## src/logic/adc_irq_consts.svh

```systemverilog
// Offsets, field positions and reset values for the ADC interrupt enable block
`ifndef ADC_IRQ_CONSTS_SVH
`define ADC_IRQ_CONSTS_SVH
`define IRQ_MASK_SET_OFS 12'h304
`define IRQ_MASK_CLEAR_OFS 12'h308
`define IRQ_PEND_OFS 12'h30C
`define IRQ_RAISE_OFS 12'h310
`define IRQ_EN_RESET 22'h00_0000
`define IRQ_NUM_EVENTS 22
`define IRQ_NUM_CHANNELS 8
`define BIT_CONVERSION_BEGUN 0
`define BIT_BUFFER_END 1
`define BIT_SAMPLE_DONE 2
`define BIT_RESULT_WRITTEN 3
`define BIT_OFFSET_TRIM_FINISHED 4
`define BIT_HALT_COMPLETE 5
`define BIT_CHAN0_HIGH_LIMIT 6
`define BIT_CHAN0_LOW_LIMIT 7
`define BIT_CHAN7_HIGH_LIMIT 20
`define BIT_CHAN7_LOW_LIMIT 21
`endif

```

## src/logic/adc_irq_pkg.sv

```systemverilog
// Types for the ADC interrupt enable block
package adc_irq_pkg;
  typedef struct packed {
    logic [11:0] addr;
    logic [31:0] wdata;
    logic wr;
    logic rd;
  } reg_req_type;
endpackage : adc_irq_pkg

```

## src/logic/adc_interrupt_enable_set_clear.sv

```systemverilog
// Interrupt enable set/clear register pair with sticky event status
//
// The strobed register port was left to the implementer.
`timescale 1ns/100ps
`default_nettype none
`include "adc_irq_consts.svh"
// What this block does
// - Writing one to a clear register bit disables it; reads return enables.
// - Writing one to a set register bit enables it; reset to zero.
// - Bits 0 to 5: begun, buffer end, sample, result, trim, halt.
// - Bit 6 is channel 0 high limit in both registers.
// - Bits 20 and 21 are channel 7 high and low; above unused.
// - Bits 7 to 19 alternate low/high limits of channels 0 to 6.
module adc_interrupt_enable_set_clear
  import adc_irq_pkg::*;
#(
  parameter int NUM_EVENTS = `IRQ_NUM_EVENTS
)
(
  // Clock and reset
  input wire logic clk,
  input wire logic rst_n,
  // Register port
  input wire logic [11:0] reg_addr,
  input wire logic [31:0] reg_wdata,
  input wire logic reg_wr,
  input wire logic reg_rd,
  output logic [31:0] reg_rdata,
  // Event pulses from the converter, same clock
  input wire logic [NUM_EVENTS-1:0] event_pulse,
  // Interrupt
  output logic irq
);


  // Event layout: six converter events, then two limit events per channel
  localparam int NUM_CHANNELS = `IRQ_NUM_CHANNELS;
  localparam int NUM_CORE = `BIT_CHAN0_HIGH_LIMIT;
  localparam int LIMIT_BASE = `BIT_CHAN0_HIGH_LIMIT;
  localparam int RDATA_W = 32;

  // Register select helper, shared by every address decode
  function automatic logic addr_hit
  (
    input logic [11:0] addr,
    input logic [11:0] ofs
  );
    addr_hit = (addr == ofs);
  endfunction : addr_hit

  // Write-one helper: the data bits that a strobed write acts on
  function automatic logic [NUM_EVENTS-1:0] w1_mask
  (
    input logic strobe,
    input logic [NUM_EVENTS-1:0] data
  );
    w1_mask = strobe ? data : '0;
  endfunction : w1_mask

  // Request bundle
  reg_req_type req;

  // Decoded selects and write strobes
  wire logic sel_set;
  wire logic sel_clr;
  wire logic sel_pend;
  wire logic wr_set;
  wire logic wr_clr;
  wire logic wr_pend;

  // Write data cut to the used event bits
  wire logic [NUM_EVENTS-1:0] wbits;

  // Per-register write-one masks
  wire logic [NUM_EVENTS-1:0] set_mask;
  wire logic [NUM_EVENTS-1:0] clr_mask;
  wire logic [NUM_EVENTS-1:0] pend_clr_mask;

  // Enable flags, one shared set behind both registers
  logic [NUM_EVENTS-1:0] enable_ff;
  wire logic [NUM_EVENTS-1:0] nxt_enable;

  // Sticky event status
  logic [NUM_EVENTS-1:0] pend_ff;
  wire logic [NUM_EVENTS-1:0] nxt_pend;

  // Named views of the enable flags
  wire logic [NUM_CORE-1:0] core_en;
  wire logic [NUM_CHANNELS-1:0] chan_high_en;
  wire logic [NUM_CHANNELS-1:0] chan_low_en;
  wire logic [NUM_EVENTS-1:0] enable_view;

  // Read path
  logic [RDATA_W-1:0] rdata_ff;
  wire logic [RDATA_W-1:0] nxt_rdata;
  wire logic [RDATA_W-1:0] enable_word;
  wire logic [RDATA_W-1:0] pend_word;

  // Interrupt
  logic irq_ff;
  wire logic nxt_irq;

  // Bundle the plain register port
  assign req = '{addr: reg_addr, wdata: reg_wdata, wr: reg_wr, rd: reg_rd};

  // Bits above the last event are ignored on write
  assign wbits = req.wdata[NUM_EVENTS-1:0];

  // Address decode; the master never drives both strobes at once
  assign sel_set = addr_hit(req.addr, `IRQ_MASK_SET_OFS);
  assign sel_clr = addr_hit(req.addr, `IRQ_MASK_CLEAR_OFS);
  assign sel_pend = addr_hit(req.addr, `IRQ_PEND_OFS);
  assign wr_set = req.wr && sel_set;
  assign wr_clr = req.wr && sel_clr;
  assign wr_pend = req.wr && sel_pend;

  // Only the ones of a write act; zeros leave the flags alone
  assign set_mask = w1_mask(wr_set, wbits);
  assign clr_mask = w1_mask(wr_clr, wbits);
  assign pend_clr_mask = w1_mask(wr_pend, wbits);

  // Per-event next state
  genvar b;
  generate
    for (b = 0; b < NUM_EVENTS; b++)
    begin : g_bit
      // Set and clear hit different offsets, so they never meet in one cycle
      assign nxt_enable[b] = set_mask[b] | (enable_ff[b] & ~clr_mask[b]);
      // A new event wins over a clear in the same cycle
      assign nxt_pend[b] = event_pulse[b] | (pend_ff[b] & ~pend_clr_mask[b]);
    end
  endgenerate

  // Converter events occupy the lowest six bits, in order
  assign core_en[`BIT_CONVERSION_BEGUN] = enable_ff[`BIT_CONVERSION_BEGUN];
  assign core_en[`BIT_BUFFER_END] = enable_ff[`BIT_BUFFER_END];
  assign core_en[`BIT_SAMPLE_DONE] = enable_ff[`BIT_SAMPLE_DONE];
  assign core_en[`BIT_RESULT_WRITTEN] = enable_ff[`BIT_RESULT_WRITTEN];
  assign core_en[`BIT_OFFSET_TRIM_FINISHED] = enable_ff[`BIT_OFFSET_TRIM_FINISHED];
  assign core_en[`BIT_HALT_COMPLETE] = enable_ff[`BIT_HALT_COMPLETE];
  assign enable_view[NUM_CORE-1:0] = core_en;

  // Limit events: channel ch high at base plus 2ch, low just above it
  genvar ch;
  generate
    for (ch = 0; ch < NUM_CHANNELS; ch++)
    begin : g_chan
      // Channel 0 high is bit 6, channel 7 low is bit 21, the top used bit
      assign chan_high_en[ch] = enable_ff[LIMIT_BASE + 2 * ch];
      assign chan_low_en[ch] = enable_ff[LIMIT_BASE + 2 * ch + 1];
      assign enable_view[LIMIT_BASE + 2 * ch] = chan_high_en[ch];
      assign enable_view[LIMIT_BASE + 2 * ch + 1] = chan_low_en[ch];
    end
  endgenerate

  // Read words; unused upper bits read as zero
  assign enable_word = RDATA_W'(enable_view);
  assign pend_word = RDATA_W'(pend_ff);

  // Read mux; both enable registers show the same flags
  assign nxt_rdata = !req.rd ? 32'h0000_0000
                   : (sel_set || sel_clr) ? enable_word
                   : sel_pend ? pend_word
                   : 32'h0000_0000;

  // Level interrupt from enabled status, taken from next state
  assign nxt_irq = |(nxt_pend & nxt_enable);

  // Enable flags
  always_ff @(posedge clk)
  begin
    if (!rst_n)
    begin
      enable_ff <= NUM_EVENTS'(`IRQ_EN_RESET);
    end
    else
    begin
      enable_ff <= nxt_enable;
    end
  end

  // Sticky status
  always_ff @(posedge clk)
  begin
    if (!rst_n)
    begin
      pend_ff <= '0;
    end
    else
    begin
      pend_ff <= nxt_pend;
    end
  end

  // Read data, valid only in the cycle after a read strobe
  always_ff @(posedge clk)
  begin
    if (!rst_n)
    begin
      rdata_ff <= 32'h0000_0000;
    end
    else
    begin
      rdata_ff <= nxt_rdata;
    end
  end

  // Interrupt flop, so the pin comes straight from a register
  always_ff @(posedge clk)
  begin
    if (!rst_n)
    begin
      irq_ff <= 1'b0;
    end
    else
    begin
      irq_ff <= nxt_irq;
    end
  end

  // Outputs
  assign reg_rdata = rdata_ff;
  assign irq = irq_ff;

  // Limitation: the channel map assumes the default event count
  // Limitation: a write to an unmapped offset is dropped silently
  // Hazard avoided: the status clear cannot swallow an event in flight
  // Trade: read data costs one flop stage but keeps the read path short
  // Trade: the interrupt uses next state so it rises one cycle sooner
  // Note: the offsets of the status and set registers are local choices
  // Note: the spare offset above the status register reads as zero
  // Note: reset is synchronous and held at least one clock edge
  // Note: the converter and limit logic drive event_pulse on this clock
  // Note: every event pulse is one cycle long
  // Note: no wait states are ever inserted on the register port
  // Note: read and write strobes are never high in the same cycle
  // Note: enables and status share one bit layout
  // Note: bits 22 to 31 of every register read as zero
  // Note: the set register and the clear register read back alike
  // Note: an event that is disabled still sets its status bit
  // Note: enabling a pending event raises the interrupt at once
  // Note: clearing an enable drops the interrupt at once
  // Note: the interrupt is a level, not a pulse
  // Note: software clears status by writing ones to it

endmodule : adc_interrupt_enable_set_clear
`default_nettype wire

```

## config.mk

```make
export PLATFORM = sky130hd
export DESIGN_NAME = adc_interrupt_enable_set_clear
export DESIGN_NICKNAME = d
export VERILOG_FILES = /design/src/logic/adc_irq_pkg.sv /design/src/logic/adc_interrupt_enable_set_clear.sv
export VERILOG_INCLUDE_DIRS = /design/src /design/src/logic
export SDC_FILE = /design/constraint.sdc
export NUM_CORES = 1
export LEC_CHECK = 0
export BUFFER_PORTS_ARGS = -buffer_cell sky130_fd_sc_hd__buf_2
export CORE_MARGIN = 2
export CORE_UTILIZATION = 25
export DETAILED_ROUTE_END_ITERATION = 16
export HOLD_SLACK_MARGIN = 0.06
export SYNTH_ARGS = -nofsm -noshare
export SYNTH_HDL_FRONTEND = slang
export SYNTH_SLANG_ARGS = --single-unit
```

## constraint.sdc

```tcl
create_clock -name clk -period 2.2 [get_ports clk]
set_clock_uncertainty 0.1 [all_clocks]
set_input_delay 0.11 -clock clk [delete_from_list [all_inputs] [get_ports clk]]
set_output_delay 0.11 -clock clk [all_outputs]
set_load 0.02 [all_outputs]
```

==> flow_summary_export.csv <==
group,metric,value,unit
status,status,"finished, final reports clean",
floorplanning,floorplan.core_area,12000,sq um
yosys,synth_area_leaders,"dfxtp_1 (44%), a22oi_1 (11%), nor2_1 (7.8%)",
global_routing,grt-busiest-layer,"met2",
timing,finalCriticalPeriod,1.80,ns
global_routing,grt_pass1_wl,15400,microns
timing,timing.final.crit_share,0.820,
finish,design_area,4370,sq um
setup_path,path_cells,"dlygate4sd3_1 -> buf_2 -> and4b_1 -> nand4_1 -> a22oi_1 -> o22ai_1 -> nor4_1 -> a41oi_1",
place,dp.final_hpwl,6510,microns
yosys,distinct_cells_synth,29,
setup_path,number_of_logic_stages_on_the_critical_path_including_buffering,8,
floorplanning,die_width,115,microns
timing,drv_slew,0,
floorplanning,placement_rows,40,
timing,report.final.hold_viol_count,0,
setup_path,reg2reg_depth,4,
pwr,power.internal,2.28,mW
pwr,max-vdd-ir-drop,0.000417,V
setup_path,cp.arrival,1.87,ns
finish,layout.cells.most_common_list,"buf_2 (82), dfxtp_1 (67), nor2_1 (63)",
global_routing,met3_global_route_usage,0.0311,
finish,nNetsFinal,545,
setup_path,crit_path_top_delay_cell,"dlygate4sd3_1",
pwr,leakage,1.86,nW
timing,rsz0062_at_grt,"false",
setup_path,crit_path_max_fanout,3,
global_routing,use_met1,0.191,
place,port_buffers,82,
floorplanning,die_extent_in_y,115,microns
place,detailed_place.area,3600,sq um
timing,finalSetupViolations,0,
setup_path,timing.critical_path.slowest_cell_delay,0.51,ns
pwr,p_switching,657,uW
timing,final_critical_path_setup_slack,0.396,ns
cts,register_clock_pin_slew_on_the_reported_worst_setup_and_hold_paths,0.05,ns
cts,cts_max_path_buffers,2,
timing,timing.setup.tns,0,ns
yosys,synth.top_cell.area_share,0.437,
global_routing,track_usage,0.149,
place,preCtsSetupSlack,0.110,ns
setup_path,worst_setup_sp_type,"primary input",
cts,cts_tree,"done",
finish,final_layout_size_suffix_gt1_frac,0.250,
yosys,synth.avg_cell_area,8.80,sq um
yosys,yosys_warnings,0,
cts,htreeDepth,3,
global_routing,number_of_antenna_violations_at_the_first_check_in_global_routing,0,
timing,slew_at_the_pin_with_the_worst_max_slew_slack,0.762,ns
floorplanning,io_pins,103,
drt,post_drt_via_cell_ratio,4.96,
setup_path,timing.critical_path.required,2.26,ns
yosys,netlist_area,3070,sq um
yosys,synth_instances,349,
finish,final_common_cell,"buf_2",
yosys,synthDominantAreaCellType,"dfxtp_1",
drt,drtAntennaViolNets,0,
yosys,postSynthRegisterBits,67,
place,gp_congestion,0.773,
hold_path,hp-class,"in -> reg",
cts,clock_sink_count,67,
global_routing,first_global_vias,3062,
yosys,synth-seq-area-share,0.437,
global_routing,maximum_number_of_pins_on_one_net_before_global_route_repair,46,
setup_path,critical_path.endpoint_type,"flip-flop",
drt,avgRoutedWirePerCell,15.4,microns
floorplanning,die_area,13200,sq um
drt,drc_errors,0,
setup_path,crit_type,"in -> reg",
pwr,power_density,670,nW/um^2
pwr,clock_power_share,0.468,
finish,diodes,0,
cts,clock_latency,0.32,ns
timing,fmax,554,MHz
drt,first_pass_drt_iterations,4,
global_routing,grt_remaining_overflow,0,
pwr,p_sw_frac,0.224,
cts,cts_inserted_buffers,9,
pwr,combinationalPowerShare,0.103,
finish,flow.area_growth_from_synthesis,42.4,%
pwr,sequentialPowerShare,0.429,
drt,route.vias.total,3111,
job,cap_violations,0,
timing,worst_slew_margin_rel,0.491,
global_routing,grtUsageMet2,0.249,
hold_path,hold_path_depth,5,
drt,detailedRoute.firstIterationViolations,250,
setup_path,worst_path_dominant_cell_family,"buffers and inverters",
cts,cts_repair_resize_count,0,
cts,clockRootBuffer,"clkbuf_16",
drt,wirelength,9670,microns
floorplanning,initial_utilization,0.256,
setup_path,crit_buf_inv,2,
==> worst register-to-register path, cell delays in order, from the launching register on <==
cell and delay, ns:
dfxtp_1 0.31, a22oi_1 0.22, o22ai_1 0.15, nor4_1 0.30, a41oi_1 0.14
==> synthesized netlist by cell type <==
library cell / n
inv_2: 1
nor4_4: 1
inv_1: 10
o21ai_0: 5
nand2_1: 1
nor4_1: 3
nand4_2: 1
xor2_1: 1
clkbuf_1: 10
buf_6: 3
and3b_1: 1
buf_4: 12
o22ai_2: 1
a22oi_1: 43
and4b_1: 22
nor2_1: 64
nand2b_1: 12
and4_1: 6
and4bb_2: 1
and3_1: 3
a22oi_2: 1
and2_0: 1
dfxtp_1: 67
a41oi_1: 1
a21oi_1: 15
o22ai_1: 19
conb_1: 1
buf_2: 16
nand4_1: 27
==> kinds of logic after synthesis <==
group / synth area share
compound gates: 0.187
other cells: 0.00122
simple gates: 0.280
flops: 0.437
buf+inv: 0.0921
xor+xnor: 0.00285
==> layout make-up <==
class | count | area (sq um)
Fill cell | 1234 | 7640
Multi-Input combinational cell | 239 | 1480
Sequential cell | 67 | 1340
Clock buffer | 15 | 288
Clock inverter | 1 | 5.00
Tap cell | 147 | 184
Timing Repair Buffer | 147 | 1030
Inverter | 11 | 41.3
==> power groups by stage <==
stage	Sequential, mW	Clock, mW	Combinational, mW
detailed placement	1.28	0	0.234
CTS	1.26	1.40	0.302
global placement	1.28	0	0.229
finish	1.26	1.37	0.302
floorplan	1.28	0	0.142
global route	1.26	1.44	0.332
==> sequential cells by signal (all words and copies together) (netlist names) <==
| signal | cells |
|---|---|
| enable_ff | 22 |
| pend_ff | 22 |
| reg_rdata | 22 |
| irq | 1 |
==> per-stage QoR <==
step / hold slack, ns / util / power (mW) / std cells
2_1_floorplan: 0.138 / - / 1.42 / 358
3_3_place_gp: 0.253 / 0.300 / 1.51 / 563
3_5_place_dp: 0.254 / 0.300 / 1.52 / 563
4_1_cts: 0.106 / 0.364 / 2.96 / 627
6_report: 0.107 / 0.364 / 2.93 / 627
5_1_grt: 0.154 / 0.364 / 3.03 / 627
==> layer usage <==
layer	wire length, microns	share of wire
met5	0	0
met4	180	0.019
met3	623	0.064
met2	4750	0.49
met1	4120	0.43
==> repair_timing <==
item,in CTS,in global routing
buffers inserted,0,0
hold buffers,48,0
endpoints found under the hold margin,44,0
==> worst paths after layout <==
check	endpoint	slack [ns]	from
setup reg to reg	irq	0.81	enable_ff[10]
setup / recovery	irq	0.40	reg_wdata[3]
hold reg to reg	reg_rdata[19]	0.40	pend_ff[19]
hold / removal	enable_ff[4]	0.11	reg_addr[0]
No activity file was read; power rests on OpenSTA's default activity.
